===== src/pkg/roac_pkg.sv =====
// constants and carrier types for the rtc oscillator and alarm config block
package roac_pkg;

  // register offsets on the plain register port
  localparam logic [7:0] ADDR_OSC_CTRL = 8'h05;
  localparam logic [7:0] ADDR_CAP_CFG = 8'h06;
  localparam logic [7:0] ADDR_ALARM_CFG = 8'h07;
  localparam logic [7:0] ADDR_IRQ_STATUS = 8'h08;
  localparam logic [7:0] ADDR_IRQ_CLEAR = 8'h09;
  localparam logic [7:0] ADDR_IRQ_ENABLE = 8'h0a;

  // oscillator_control field positions
  localparam int OSC_GAIN_BIT = 7;
  localparam int OSC_MODE_BIT = 6;
  localparam int OSC_BIAS_BIT = 5;
  localparam int OSC_VALID_BIT = 4;
  localparam int OSC_LFO_BIT = 3;

  // load_capacitance_config field positions
  localparam int CAP_STEP_BIT = 7;
  localparam int CAP_READY_BIT = 6;
  localparam int CAP_CODE_LSB = 0;

  // alarm_configuration field positions
  localparam int ALM_RSVD_BIT = 7;
  localparam int ALM_FLAG_LSB = 4;
  localparam int ALM_AUTO_BIT = 3;
  localparam int ALM_EN_LSB = 0;

  // interrupt status, clear and enable layout
  localparam int IRQ_ALARM_LSB = 0;
  localparam int IRQ_CAP_READY_BIT = 3;
  localparam int IRQ_WIDTH = 4;

  // values after reset
  localparam logic [3:0] OSC_RESET = 4'h0;
  localparam logic [3:0] CAP_CODE_RESET = 4'h0;
  localparam logic [6:0] ALARM_RESET = 7'h00;
  localparam logic [3:0] IRQ_RESET = 4'h0;

  // load capacitance moves one code per step interval
  localparam int CLK_PERIOD_NS = 8;
  localparam int CAP_STEP_NS = 1000;
  localparam int CAP_STEP_CYCLES = CAP_STEP_NS / CLK_PERIOD_NS;

  typedef struct packed {
    logic [7:0] addr;
    logic [7:0] wdata;
    logic wr;
    logic rd;
  } roac_bus_t;

  typedef struct packed {
    logic gain;
    logic mode;
    logic bias;
    logic lfo;
  } roac_osc_t;

  typedef struct packed {
    logic [2:0] flag;
    logic auto_clear;
    logic [2:0] enable;
  } roac_alarm_t;

endpackage


===== src/core/roac_core.sv =====
// rtc oscillator control, load capacitance stepping and alarm configuration
//
// Design decision made here: the strobed register port.
`timescale 1ns/1ps
`default_nettype none

module roac_core (
  input wire logic i_mclk,
  input wire logic i_reset,
  input wire roac_pkg::roac_bus_t i_bus,
  output logic [7:0] o_rdata,
  input wire logic i_osc_amplitude_ok,
  input wire logic i_rtc_tick,
  input wire logic [31:0] i_timer_value,
  input wire logic [2:0][31:0] i_alarm_value,
  output logic o_gain_control_enable,
  output logic o_oscillator_mode_select,
  output logic o_bias_double_enable,
  output logic o_low_freq_osc_select,
  output logic o_crystal_select,
  output logic [3:0] o_cap_code,
  output logic o_timer_clear,
  output logic o_irq
);

  // true when a write strobe hits the given offset
  function automatic logic wr_hit(input roac_pkg::roac_bus_t b,
                                  input logic [7:0] a);
    wr_hit = b.wr && (b.addr == a);
  endfunction

  // exact 32-bit compare gated by the alarm enable
  function automatic logic alarm_hit(input logic en,
                                     input logic [31:0] t,
                                     input logic [31:0] m);
    alarm_hit = en && (t == m);
  endfunction

  localparam logic [7:0] STEP_LAST =
    8'(roac_pkg::CAP_STEP_CYCLES - 1);

  // ---------------- amplitude detector synchroniser ----------------
  logic amp_meta_ff;
  logic amp_sync_ff;

  // analog comparator output is asynchronous to i_mclk
  always_ff @(posedge i_mclk or posedge i_reset) begin
    if (i_reset) begin
      amp_meta_ff <= 1'b0;
      amp_sync_ff <= 1'b0;
    end else begin
      amp_meta_ff <= i_osc_amplitude_ok;
      amp_sync_ff <= amp_meta_ff;
    end
  end

  // ---------------- configuration registers ----------------
  roac_pkg::roac_osc_t osc_ff;
  roac_pkg::roac_osc_t nxt_osc;
  logic cap_step_en_ff;
  logic nxt_cap_step_en;
  logic [3:0] cap_target_ff;
  logic [3:0] nxt_cap_target;

  // software writes; reserved bits are simply not stored
  always_comb begin
    nxt_osc = osc_ff;
    nxt_cap_step_en = cap_step_en_ff;
    nxt_cap_target = cap_target_ff;
    if (wr_hit(i_bus, roac_pkg::ADDR_OSC_CTRL)) begin
      nxt_osc.gain = i_bus.wdata[roac_pkg::OSC_GAIN_BIT];
      nxt_osc.mode = i_bus.wdata[roac_pkg::OSC_MODE_BIT];
      nxt_osc.bias = i_bus.wdata[roac_pkg::OSC_BIAS_BIT];
      nxt_osc.lfo = i_bus.wdata[roac_pkg::OSC_LFO_BIT];
    end
    if (wr_hit(i_bus, roac_pkg::ADDR_CAP_CFG)) begin
      nxt_cap_step_en = i_bus.wdata[roac_pkg::CAP_STEP_BIT];
      nxt_cap_target = i_bus.wdata[roac_pkg::CAP_CODE_LSB +: 4];
    end
  end

  always_ff @(posedge i_mclk or posedge i_reset) begin
    if (i_reset) begin
      osc_ff <= roac_pkg::OSC_RESET;
      cap_step_en_ff <= 1'b0;
      cap_target_ff <= roac_pkg::CAP_CODE_RESET;
    end else begin
      osc_ff <= nxt_osc;
      cap_step_en_ff <= nxt_cap_step_en;
      cap_target_ff <= nxt_cap_target;
    end
  end

  // oscillator controls straight from the register flops
  assign o_gain_control_enable = osc_ff.gain;
  assign o_oscillator_mode_select = osc_ff.mode;
  assign o_bias_double_enable = osc_ff.bias;
  assign o_low_freq_osc_select = osc_ff.lfo;
  // internal oscillator wins over the crystal/self-oscillate choice
  assign o_crystal_select = osc_ff.mode && !osc_ff.lfo;

  logic osc_valid;
  // no doubled bias means the detector reading is not trusted
  assign osc_valid = amp_sync_ff && osc_ff.bias;

  // ---------------- capacitance stepper ----------------
  logic [7:0] step_cnt_ff;
  logic [7:0] nxt_step_cnt;
  logic [3:0] cap_applied_ff;
  logic [3:0] nxt_cap_applied;
  logic step_pulse;
  logic cap_ready;

  assign step_pulse = (step_cnt_ff == STEP_LAST);
  assign cap_ready = (cap_applied_ff == cap_target_ff);

  // slow steps keep the oscillator from losing lock on a big change
  always_comb begin
    nxt_step_cnt = step_pulse ? 8'h00 : step_cnt_ff + 8'h01;
    nxt_cap_applied = cap_applied_ff;
    if (!cap_step_en_ff) begin
      nxt_cap_applied = cap_target_ff;
    end else if (step_pulse && !cap_ready) begin
      if (cap_applied_ff < cap_target_ff) begin
        nxt_cap_applied = cap_applied_ff + 4'h1;
      end else begin
        nxt_cap_applied = cap_applied_ff - 4'h1;
      end
    end
  end

  always_ff @(posedge i_mclk or posedge i_reset) begin
    if (i_reset) begin
      step_cnt_ff <= 8'h00;
      cap_applied_ff <= roac_pkg::CAP_CODE_RESET;
    end else begin
      step_cnt_ff <= nxt_step_cnt;
      cap_applied_ff <= nxt_cap_applied;
    end
  end

  assign o_cap_code = cap_applied_ff;

  // ---------------- alarms and auto clear ----------------
  roac_pkg::roac_alarm_t alarm_ff;
  roac_pkg::roac_alarm_t nxt_alarm;
  logic [2:0] match_prev_ff;
  logic [2:0] match_now;
  logic [2:0] alarm_event;
  logic clear_pending_ff;
  logic nxt_clear_pending;
  logic timer_clear_ff;
  logic nxt_timer_clear;
  logic alm_wr;

  assign alm_wr = wr_hit(i_bus, roac_pkg::ADDR_ALARM_CFG);

  // a match level lasts many cycles, so only its rising edge counts
  always_comb begin
    for (int i = 0; i < 3; i++) begin
      match_now[i] = alarm_hit(alarm_ff.enable[i], i_timer_value,
                               i_alarm_value[i]);
    end
    alarm_event = match_now & ~match_prev_ff;
  end

  // flags: written zero clears, written one keeps; new event wins
  always_comb begin
    nxt_alarm = alarm_ff;
    nxt_clear_pending = clear_pending_ff;
    nxt_timer_clear = 1'b0;
    if (alm_wr) begin
      nxt_alarm.flag = alarm_ff.flag &
        i_bus.wdata[roac_pkg::ALM_FLAG_LSB +: 3];
      nxt_alarm.auto_clear = i_bus.wdata[roac_pkg::ALM_AUTO_BIT];
      nxt_alarm.enable = i_bus.wdata[roac_pkg::ALM_EN_LSB +: 3];
    end
    nxt_alarm.flag = nxt_alarm.flag | alarm_event;
    // only alarm zero leaving its match arms the clear
    if (alarm_ff.auto_clear && match_prev_ff[0] && !match_now[0]) begin
      nxt_clear_pending = 1'b1;
    end
    // fire on the first oscillator tick after the deassert
    if (clear_pending_ff && i_rtc_tick) begin
      nxt_timer_clear = 1'b1;
      nxt_clear_pending = 1'b0;
    end
    if (!alarm_ff.auto_clear) begin
      nxt_clear_pending = 1'b0;
      nxt_timer_clear = 1'b0;
    end
  end

  always_ff @(posedge i_mclk or posedge i_reset) begin
    if (i_reset) begin
      alarm_ff <= roac_pkg::ALARM_RESET;
      match_prev_ff <= 3'h0;
      clear_pending_ff <= 1'b0;
      timer_clear_ff <= 1'b0;
    end else begin
      alarm_ff <= nxt_alarm;
      match_prev_ff <= match_now;
      clear_pending_ff <= nxt_clear_pending;
      timer_clear_ff <= nxt_timer_clear;
    end
  end

  assign o_timer_clear = timer_clear_ff;

  // ---------------- interrupt status, clear, enable ----------------
  logic [3:0] irq_status_ff;
  logic [3:0] nxt_irq_status;
  logic [3:0] irq_enable_ff;
  logic [3:0] nxt_irq_enable;
  logic cap_ready_prev_ff;
  logic [3:0] irq_event;

  assign irq_event = {cap_ready && !cap_ready_prev_ff, alarm_event};

  // clear register is write-one-to-clear; a same-cycle event survives
  always_comb begin
    nxt_irq_status = irq_status_ff;
    nxt_irq_enable = irq_enable_ff;
    if (wr_hit(i_bus, roac_pkg::ADDR_IRQ_CLEAR)) begin
      nxt_irq_status = irq_status_ff & ~i_bus.wdata[3:0];
    end
    if (wr_hit(i_bus, roac_pkg::ADDR_IRQ_ENABLE)) begin
      nxt_irq_enable = i_bus.wdata[3:0];
    end
    nxt_irq_status = nxt_irq_status | irq_event;
  end

  always_ff @(posedge i_mclk or posedge i_reset) begin
    if (i_reset) begin
      irq_status_ff <= roac_pkg::IRQ_RESET;
      irq_enable_ff <= roac_pkg::IRQ_RESET;
      cap_ready_prev_ff <= 1'b1;
    end else begin
      irq_status_ff <= nxt_irq_status;
      irq_enable_ff <= nxt_irq_enable;
      cap_ready_prev_ff <= cap_ready;
    end
  end

  assign o_irq = |(irq_status_ff & irq_enable_ff);

  // ---------------- read port ----------------
  logic [7:0] rdata_ff;
  logic [7:0] nxt_rdata;

  // unused and reserved bits stay zero; unmapped offsets read zero
  always_comb begin
    nxt_rdata = 8'h00;
    if (i_bus.rd) begin
      unique case (i_bus.addr)
        roac_pkg::ADDR_OSC_CTRL: begin
          nxt_rdata[roac_pkg::OSC_GAIN_BIT] = osc_ff.gain;
          nxt_rdata[roac_pkg::OSC_MODE_BIT] = osc_ff.mode;
          nxt_rdata[roac_pkg::OSC_BIAS_BIT] = osc_ff.bias;
          nxt_rdata[roac_pkg::OSC_VALID_BIT] = osc_valid;
          nxt_rdata[roac_pkg::OSC_LFO_BIT] = osc_ff.lfo;
          nxt_rdata[2:0] = 3'h0;
        end
        roac_pkg::ADDR_CAP_CFG: begin
          nxt_rdata[roac_pkg::CAP_STEP_BIT] = cap_step_en_ff;
          nxt_rdata[roac_pkg::CAP_READY_BIT] = cap_ready;
          nxt_rdata[5:4] = 2'h0;
          nxt_rdata[roac_pkg::CAP_CODE_LSB +: 4] = cap_target_ff;
        end
        roac_pkg::ADDR_ALARM_CFG: begin
          nxt_rdata[roac_pkg::ALM_RSVD_BIT] = 1'b0;
          nxt_rdata[6:0] = alarm_ff;
        end
        roac_pkg::ADDR_IRQ_STATUS: begin
          nxt_rdata[3:0] = irq_status_ff;
        end
        roac_pkg::ADDR_IRQ_ENABLE: begin
          nxt_rdata[3:0] = irq_enable_ff;
        end
        default: begin
          nxt_rdata = 8'h00;
        end
      endcase
    end
  end

  always_ff @(posedge i_mclk or posedge i_reset) begin
    if (i_reset) begin
      rdata_ff <= 8'h00;
    end else begin
      rdata_ff <= nxt_rdata;
    end
  end

  assign o_rdata = rdata_ff;

endmodule

`default_nettype wire


===== config.mk =====
export PLATFORM = sky130hd
export DESIGN_NAME = roac_core
export DESIGN_NICKNAME = d
export VERILOG_FILES = /design/src/pkg/roac_pkg.sv /design/src/core/roac_core.sv
export SDC_FILE = /design/constraint.sdc
export NUM_CORES = 1
export LEC_CHECK = 0
export ABC_CLOCK_PERIOD_IN_PS = 3200
export BUFFER_PORTS_ARGS = -buffer_cell sky130_fd_sc_hd__clkbuf_2
export CAP_MARGIN = 20
export CORE_UTILIZATION = 47
export DETAILED_ROUTE_END_ITERATION = 16
export PLACE_DENSITY_LB_ADDON = 0.12
export REMOVE_ABC_BUFFERS = 1
export SETUP_SLACK_MARGIN = 0.02
export SLEW_MARGIN = 15
export SYNTH_ARGS = -nofsm -noshare
export SYNTH_HDL_FRONTEND = slang
export SYNTH_SLANG_ARGS = --single-unit

===== constraint.sdc =====
create_clock -name i_mclk -period 3.2 [get_ports i_mclk]
set_input_delay 0.32 -clock i_mclk [delete_from_list [all_inputs] [get_ports i_mclk]]
set_output_delay 0.32 -clock i_mclk [all_outputs]
set_load 0.01 [all_outputs]

# Word-level counts from Yosys, hierarchy flattened
# Cells that the tools add are included.
[word_totals]
reg_bits = 52
input_bits = 150
output_inout_bits = 19
word_cells = 79
[classes]
add_sub_neg = 3
order_cmp = 1
n_eq_ne = 13
n_mux = 14
n_bitwise = 8
reduce_logical = 20
[op_table]
columns = ["operator", "n"]
rows = [
  ["32-bit == test", 3],
  ["8-bit by 3-bit == test with 1-bit output, second input constant", 3],
  ["8-bit by 4-bit == test with 1-bit output, second input constant", 3],
  ["4-bit case mux with 5 select lines", 1],
  ["4-bit 2-to-1 mux", 4],
  ["8-bit 2-to-1 mux", 2],
  ["1-bit logical AND", 15],
  ["4-bit case mux with 3 select lines", 1],
  ["8-bit by 1-bit adder with 8-bit output, second input constant", 1],
  ["4-bit bitwise AND", 2],
  ["8-bit by 7-bit == test with 1-bit output, second input constant", 1],
  ["7-bit 2-to-1 mux", 1],
  ["3-bit bitwise AND", 2],
  ["1-bit 2-to-1 mux", 5],
  ["4-bit by 1-bit adder with 4-bit output, second input constant", 1],
  ["4-bit == test", 1],
  ["1-bit logical NOT", 4],
  ["4-bit less-than comparator", 1],
  ["4-bit inverter", 1],
  ["4-bit bitwise OR", 1],
  ["4-bit OR reduction", 1],
  ["4-bit by 1-bit subtractor with 4-bit output, second input constant", 1],
  ["3-bit by 1-bit != test with 1-bit output, second input constant", 1],
  ["3-bit inverter", 1],
  ["other kinds (2)", 2],
]

# Longest topological paths before layout
# Gate-level depths: netlist of the first run.
[depth]
word_depth = 7
ltp_mapped = 11
mapped_depth_nobuf = 11

# Worst setup path after synthesis of the first run
# Ideal clock, no wire load.
[synth_timing]
kind = "register to register"
start = "reg cap_applied_ff[1], in the netlist o_cap_code[1]"
end = "reg cap_applied_ff[3], in the netlist o_cap_code[3]"
setup_ps = 69
arrival_ps = 2514
required_ps = 3131
slack_ps = 617
path_stages_with_launch = 11
period_less_slack_ps = 2583
path_cell_list = "dfrtp_1 ha_1 nor2b_1 o211ai_1 nand2_1 ha_1 a21o_1 a21o_1 and3_1 or3b_2 nand3_1"
[synth_between]
elab_chain_len = 4
word_cells_on_any_way = 10
[synth_lines]
columns = ["item", "line_no", "text"]
rows = [
  ["from (decl)", "roac_core.sv:109", "logic [3:0] cap_applied_ff;"],
  ["from (signal assigned)", "roac_core.sv:135", "cap_applied_ff <= roac_pkg::CAP_CODE_RESET;"],
  ["from (signal assigned)", "roac_core.sv:138", "cap_applied_ff <= nxt_cap_applied;"],
  ["4-bit by 1-bit subtractor with 4-bit output, or another cell as far along", "roac_core.sv:127", "nxt_cap_applied = cap_applied_ff - 4'h1;"],
  ["4-bit 2-to-1 mux / 1-bit logical NOT (equally long branches)", "roac_core.sv:124, roac_core.sv:123", ""],
  ["4-bit 2-to-1 mux / 1-bit logical AND (equally long branches)", "roac_core.sv:123", "end else if (step_pulse && !cap_ready) begin"],
  ["4-bit 2-to-1 mux / 2-bit by 1-bit != test with 1-bit output (equally long branches)", "-", ""],
]
# Several ways; a longest one is shown, not always the timed one. The select of a mux whose other input is x is not followed.
# A chain may end at the register's enable or synchronous reset.

# Worst setup path after layout of the first run
# Same ends and word-level chain as after synthesis.

==> results.md, run 1 <==
## Synthesis
• **most frequently used cell type in the post-synthesis netlist** xnor2_1
• **most instantiated flip-flop cell in the synthesis netlist** dfrtp_1
• **Post-synth top cells** xnor2_1, dfrtp_1, o21ai_0
• **cells after synthesis** 369
• **multiplexer share of the synthesized area** 2.88%
• **count of yosys warnings during synthesis** 0
• **per-instance average area after synthesis** 9.41 µm²
• **top cell type's share of synthesized area** 36.8%
• **largest area contributor in the netlist** dfrtp_1
• **Synth Area in XOR/XNOR** 24.7%
• **async set-reset flop share out of synthesis** 100%
• **synthesized cell area** 0.00347 mm²
• **Post-Synth Simple-Gate Area** 18.0%
• **sequential-to-total area share from yosys stat** 37.5%
• **compound-cell area share of the yosys netlist** 10.8%
• **Post-synth EDFFs** 0
• **largest family of logic cells by synthesized area** XOR/XNOR gates
• **number of distinct library cells after synthesis** 41
• **number of synthesized register bits** 52
• **main area contributors after synthesis** dfrtp_1, xnor2_1, xor2_1
• **adder-cell share of the synthesized area** 3.46%

## GRT
• **pin count of the biggest net entering global routing** 53
• **Tot GR Track Use** 26.0%
• **number of global-route vias before repair** 3238
• **global-route wire length before repair** 15100 µm
• **most utilized layer in the global route result** met2
• **grt met3 use** 4.71%
• **global routing usage on met2** 47.9%
• **met1 demand-to-capacity share in global routing** 30.4%
• **GR Overflow Total** 0
• **initial antenna violation count** 0

## Power
• **clock power share** 29.9%
• **switching share of power** 28.0%
• **sequential share of power** 45.6%
• **combinational cell fraction of total power** 24.4%
• **switching power total** 0.000428 W
• **internal cell power** 0.00110 W
• **power density of the placed cells** 338 mW/mm²
• **largest voltage drop on the vdd net** 189 µV
• **Static Leakage** 2.17 nW
• **total power of the final layout** 0.00153 W

## Flow run
• **number of max-capacitance violations reported** 0

## Detailed routing
• **Vias/cell** 5.15
• **total routed wirelength** 9650 µm
• **DRC violation total after the first TritonRoute iteration** 155
• **# DRC** 0
• **detailed-route wire length per cell** 15.2 µm
• **post-route ant nets** 0
• **total vias in the final route** 3257
• **Detailed Routing Iterations Pass 1** 4

## Placement
• **placement-stage worst setup slack** 496 ps
• **placed instance count** 625
• **number of buffers added on ports** 168
• **HPWL after detailed placement** 8310 µm
• **Final Wtd Congestion** 0.826

## Cells and area
• **final net count** 695
• **final cell count without fillers** 633
• **fill cell instance count of the final layout** 630
• **number of diodes added for antenna fixing** 0
• **Layout Area Growth over Synthesis** 30.1%
• **post-layout utilization of the core** 64.7%
• **share of cells above drive strength 1** 35.0%

## STA
• **time the final worst path needs with I/O delays and setup** 2720 ps
• **setup repair after global routing missed its margin** no
• **count of final setup violators** 0
• **Worst Tran Pin Value** 875 ps
• **number of hold violations in the final report** 0
• **Fin Setup TNS** 0 ps
• **worst clock skew** 7.70 ps
• **post-layout worst setup margin** 478 ps
• **final critical-path share of the clock period** 85.1%
• **number of max-slew violations in the final report** 0
• **Max Clk Rate** 367 MHz
• **worst relative slew slack** 41.6%

## Worst hold path
• **Endpoint, Worst Hold** amp_meta_ff$_DFF_PP0_
• **class of the tightest hold or removal check** input port to flip-flop
• **HP Start** i_osc_amplitude_ok
• **Worst Hold Depth** 1

## Clock tree
• **clk root buf** clkbuf_8
• **cts-stage hold buffer count** 0
• **Resized cells post-CTS** 0
• **clock buffer depth** 2
• **total clock buffers created by CTS** 5
• **CTS tree** built
• **TritonCTS Sinks** 52
• **Worst-path clk slew** 100 ps
• **setup repair bufs after CTS** 0
• **H-tree Lvls** 2
• **Clk Latency, worst-skew pair** 310 ps

## Worst setup path
• **setup slack of the most critical reg-to-reg path** 480 ps
• **kind of capture point of the worst setup path** flip-flop
• **category of the critical setup timing path** flip-flop to flip-flop
• **startpoint of the worst-slack reg-to-reg timing path** o_cap_code[1]$_DFFE_PP0P_
• **critical path, cell by cell** ha_1 > nor2b_1 > o211ai_1 > nand2_1 > ha_1 > a21o_1 > a21o_1 > and3_1 > or3b_2 > nand3_1
• **FF-to-FF path depth** 10
• **critical path launch point type** flip-flop
• **critical path's top delay family** simple AND/OR/NAND/NOR gates
• **master of the slowest instance on the critical path** dfrtp_1
• **Worst Path Buf+Inv** 0
• **max incr delay on CP** 460 ps
• **Worst EP arrival** 2980 ps
• **Crit Reg-Reg Endpoint** o_cap_code[3]$_DFFE_PP0P_
• **largest fanout on the critical path** 5
• **WP data required** 3460 ps

## Status
• **outcome** finished, final reports clean

## Floorplanning
• **Vert. Die Dim** 88.0 µm
• **top-level port count** 169
• **overall die width** 88.0 µm
• **initial standard-cell utilization of the core** 49.7%
• **full die area** 0.00774 mm²
• **total number of placement rows** 30
• **Core Footprint** 0.00698 mm²

registers in the layout, indices dropped and copies added (netlist names), 3 cells and up:
register	flops
alarm_ff	7
cap_target_ff	4
irq_enable_ff	4
irq_status_ff	4
match_prev_ff	3
o_cap_code	4
o_rdata	8
step_cnt_ff	8
layer usage:
metal,share of wire [%],vias to the layer above,routed length (µm)
met4,2.3,0,218
met1,40,1515,3880
met3,4.5,15,438
met5,0,-,0
li1,-,1621,-
met2,53,106,5100
worst max-delay path by stage:
stage,start,slack (ps),depth (start not counted),end
after global routing,o_cap_code[1]$_DFFE_PP0P_,300,10,o_cap_code[3]$_DFFE_PP0P_
after global placement,o_cap_code[1]$_DFFE_PP0P_,580,10,o_cap_code[3]$_DFFE_PP0P_
final,o_cap_code[1]$_DFFE_PP0P_,480,10,o_cap_code[3]$_DFFE_PP0P_
after floorplan,o_cap_code[1]$_DFFE_PP0P_,620,10,o_cap_code[3]$_DFFE_PP0P_
after CTS,o_cap_code[1]$_DFFE_PP0P_,480,10,o_cap_code[3]$_DFFE_PP0P_
after detailed placement,o_cap_code[1]$_DFFE_PP0P_,500,10,o_cap_code[3]$_DFFE_PP0P_
cell type report:
type	count	area, µm²	share of cell area [%]
clock inverters	3	42.5	0.942
repair buffers	168	841	18.6
multi-input cells	293	2080	46.1
well taps	96	120	2.66
flip-flops and latches	52	1300	28.8
inverters	16	61.3	1.36
clock buffers	5	68.8	1.52
worst register-to-register path, cell delays in order, from the launching register on:
cell and delay, ps:
dfrtp_1 460, ha_1 330, nor2b_1 130, o211ai_1 210
nand2_1 160, ha_1 300, a21o_1 180, a21o_1 180
and3_1 190, or3b_2 440, nand3_1 90
power groups by stage:
stage | combinational (W) | clock (W) | sequential [W]
final | 0.000373 | 0.000457 | 0.000696
after detailed placement | 0.000375 | 0 | 0.000709
after floorplan | 0.000191 | 0 | 0.000707
after global placement | 0.000365 | 0 | 0.000708
after global routing | 0.000413 | 0.000487 | 0.000700
after CTS | 0.000376 | 0.000460 | 0.000697
metrics by stage:
stage,hold WS (ps),instance area (µm²)
floorplan,331,3440
CTS,115,4510
finish,117,4520
detailed placement,339,4400
global route,111,4520
global placement,336,4400
logic make-up (layout without fill, tap and decap cells):
logic type | count (synthesis) | after routing
flip-flops | 52 | 52
multiplexers | 9 | 9
adder cells (fa/ha/maj) | 9 | 9
buffers and inverters | 24 | 192
XOR/XNOR | 98 | 98
AND/OR/NAND/NOR | 115 | 115
AO/OA/AOI/OAI | 62 | 62
placed cells by master (no fill, tap or decap), drive strengths merged, types with 2 or more instances in the layout:
cell type,synthesis,layout
o21ai,30,30
a22oi,9,9
nand3,15,15
nand2,26,26
xor2,23,23
mux2,8,8
and3b,2,2
dfrtp,51,51
o211ai,2,2
a21oi,9,9
a21o,5,5
clkbuf,8,173
and3,5,5
nand3b,3,3
nor2b,9,9
or4,2,2
inv,16,15
clkinv,0,2
and2,2,2
nor2,14,14
nand4,20,20
xnor2,75,75
ha,8,8
nor4,11,11
(Power assumes the default switching activity.)
==> inputs of run 2 (changes only) <==
Settings changed: HOLD_SLACK_MARGIN from default to 0.02, REMOVE_ABC_BUFFERS 1 to default.
==> run 2 against run 1 <==
Net effect: critical path depth is the same; critical endpoint unchanged; sequential power hardly changed; critical path type unchanged; fmax is 0.15% higher.
==> results.md, run 2 (synthesized netlist as in run 1, its figures left out) <==
## Status
• **outcome** finished, final reports clean

## Clock tree
• **Worst-path clk slew** 90 ps
• **clk root buf** clkbuf_8
• **H-tree Lvls** 2
• **Clk Latency, worst-skew pair** 300 ps
• **Resized cells post-CTS** 0
• **setup repair bufs after CTS** 0
• **cts-stage hold buffer count** 0
• **clock buffer depth** 2
• **CTS tree** built
• **TritonCTS Sinks** 52
• **total clock buffers created by CTS** 5

## GRT
• **Tot GR Track Use** 26.0%
• **pin count of the biggest net entering global routing** 53
• **global-route wire length before repair** 15100 µm
• **number of global-route vias before repair** 3314
• **initial antenna violation count** 0
• **GR Overflow Total** 0

## Cells and area
• **share of cells above drive strength 1** 35.0%
• **commonest non-fill, non-tap cell in the layout** clkbuf_2
• **number of diodes added for antenna fixing** 0
• **commonest non-fill, non-tap cells in the layout** clkbuf_2, xnor2_1, dfrtp_1
• **final net count** 695
• **Layout Area Growth over Synthesis** 30.1%
• **fill cell instance count of the final layout** 639
• **FF+latch area** 0.00130 mm²
• **multi-input combinational cell area** 0.00208 mm²

## Power
• **power density of the placed cells** 334 mW/mm²
• **sequential share of power** 46.1%
• **combinational cell fraction of total power** 24.5%
• **internal cell power** 0.00110 W
• **clock power share** 29.4%
• **Static Leakage** 2.17 nW
• **switching share of power** 27.4%
• **switching power total** 0.000414 W
• **largest voltage drop on the vdd net** 177 µV

## Detailed routing
• **Detailed Routing Iterations Pass 1** 4
• **total routed wirelength** 9530 µm
• **detailed-route wire length per cell** 15.0 µm
• **post-route ant nets** 0
• **total vias in the final route** 3237
• **DRC violation total after the first TritonRoute iteration** 144
• **Vias/cell** 5.11
• **# DRC** 0

## STA
• **Worst Tran Pin Value** 844 ps
• **number of max-slew violations in the final report** 0
• **time the final worst path needs with I/O delays and setup** 2720 ps
• **worst relative slew slack** 43.6%
• **Fin Setup TNS** 0 ps
• **final critical-path share of the clock period** 84.9%
• **post-layout worst setup margin** 482 ps
• **count of final setup violators** 0
• **number of hold violations in the final report** 0
• **setup repair after global routing missed its margin** no
• **Max Clk Rate** 368 MHz
• **worst clock skew** 6.46 ps

## Placement
• **HPWL after detailed placement** 8350 µm
• **number of buffers added on ports** 168
• **placement-stage worst setup slack** 499 ps
• **Final Wtd Congestion** 0.885

## Floorplanning
• **overall die width** 88.0 µm
• **Core Footprint** 0.00698 mm²
• **full die area** 0.00774 mm²
• **top-level port count** 169
• **Vert. Die Dim** 88.0 µm
• **total number of placement rows** 30
• **initial standard-cell utilization of the core** 49.7%

## Synthesis
• **net count of the mapped netlist** 528

## Worst setup path
• **setup slack of the most critical reg-to-reg path** 480 ps
• **category of the critical setup timing path** flip-flop to flip-flop
• **kind of capture point of the worst setup path** flip-flop
• **FF-to-FF path depth** 10
• **Critical path origin** o_cap_code[1]$_DFFE_PP0P_
• **Crit Reg-Reg Endpoint** o_cap_code[3]$_DFFE_PP0P_
• **largest fanout on the critical path** 5
• **Worst EP arrival** 2960 ps
• **critical path launch point type** flip-flop
• **capture point of the critical path** o_cap_code[3]$_DFFE_PP0P_
• **startpoint of the worst-slack reg-to-reg timing path** o_cap_code[1]$_DFFE_PP0P_
• **WP data required** 3450 ps

## Flow run
• **number of max-capacitance violations reported** 0

## Worst hold path
• **class of the tightest hold or removal check** input port to flip-flop

-- run 2: cell counts in the layout (fill, tap and decap cells not counted) --
Identical to the previous run, type by type.
-- run 2: final cells by class --
class,instances,share of cell area (%)
clock buffer,5,1.52
clock inverter,3,0.942
inverter,16,1.36
multi-input combinational,293,46.1
sequential,52,28.8
tap,96,2.66
timing repair buffer,168,18.6
-- run 2: worst max-delay path: stages (launching register included) --
cell	delay [ps]
dfrtp_1	450
ha_1	320
nor2b_1	130
o211ai_1	220
nand2_1	160
ha_1	300
a21o_1	180
a21o_1	180
and3_1	180
or3b_2	440
nand3_1	90
-- run 2: worst min path at each step --
stage,startpoint,end,slack (ps),cells past startpoint
2_1_floorplan,amp_meta_ff$_DFF_PP0_,amp_sync_ff$_DFF_PP0_,330,0
3_3_place_gp,amp_meta_ff$_DFF_PP0_,amp_sync_ff$_DFF_PP0_,330,0
3_5_place_dp,amp_meta_ff$_DFF_PP0_,amp_sync_ff$_DFF_PP0_,340,0
4_1_cts,i_osc_amplitude_ok,amp_meta_ff$_DFF_PP0_,110,1
5_1_grt,i_osc_amplitude_ok,amp_meta_ff$_DFF_PP0_,110,1
6_report,i_osc_amplitude_ok,amp_meta_ff$_DFF_PP0_,120,1
-- run 2: power by group through the flow --
stage / combinational, W / sequential [W] / clock, W
2_1_floorplan: 0.000196 / 0.000706 / 0
3_3_place_gp: 0.000367 / 0.000708 / 0
3_5_place_dp: 0.000374 / 0.000709 / 0
4_1_cts: 0.000375 / 0.000696 / 0.000452
5_1_grt: 0.000413 / 0.000700 / 0.000481
6_report: 0.000370 / 0.000696 / 0.000444
-- run 2: per-stage QoR --
| stage | cell area, µm² | util (%) | hold WS (ps) | total power, W | std cells |
|---|---|---|---|---|---|
| after detailed placement | 4400 | 63.1 | 339 | 0.00108 | 625 |
| final | 4520 | 64.7 | 120 | 0.00151 | 633 |
| after CTS | 4510 | 64.7 | 114 | 0.00152 | 633 |
| after global routing | 4520 | 64.7 | 108 | 0.00159 | 633 |
| after floorplan | 3470 | - | 331 | 0.000903 | 369 |
| after global placement | 4400 | 63.1 | 333 | 0.00107 | 625 |
-- run 2: per-layer routing --
metal / up-vias / GRT usage [%] / share of wire (%)
li1: 1626 / - / -
met1: 1466 / 28.9 / 38
met2: 121 / 48.0 / 53
met3: 24 / 5.28 / 5.8
met4: 0 / 11.0 / 3.4
met5: - / 0 / 0
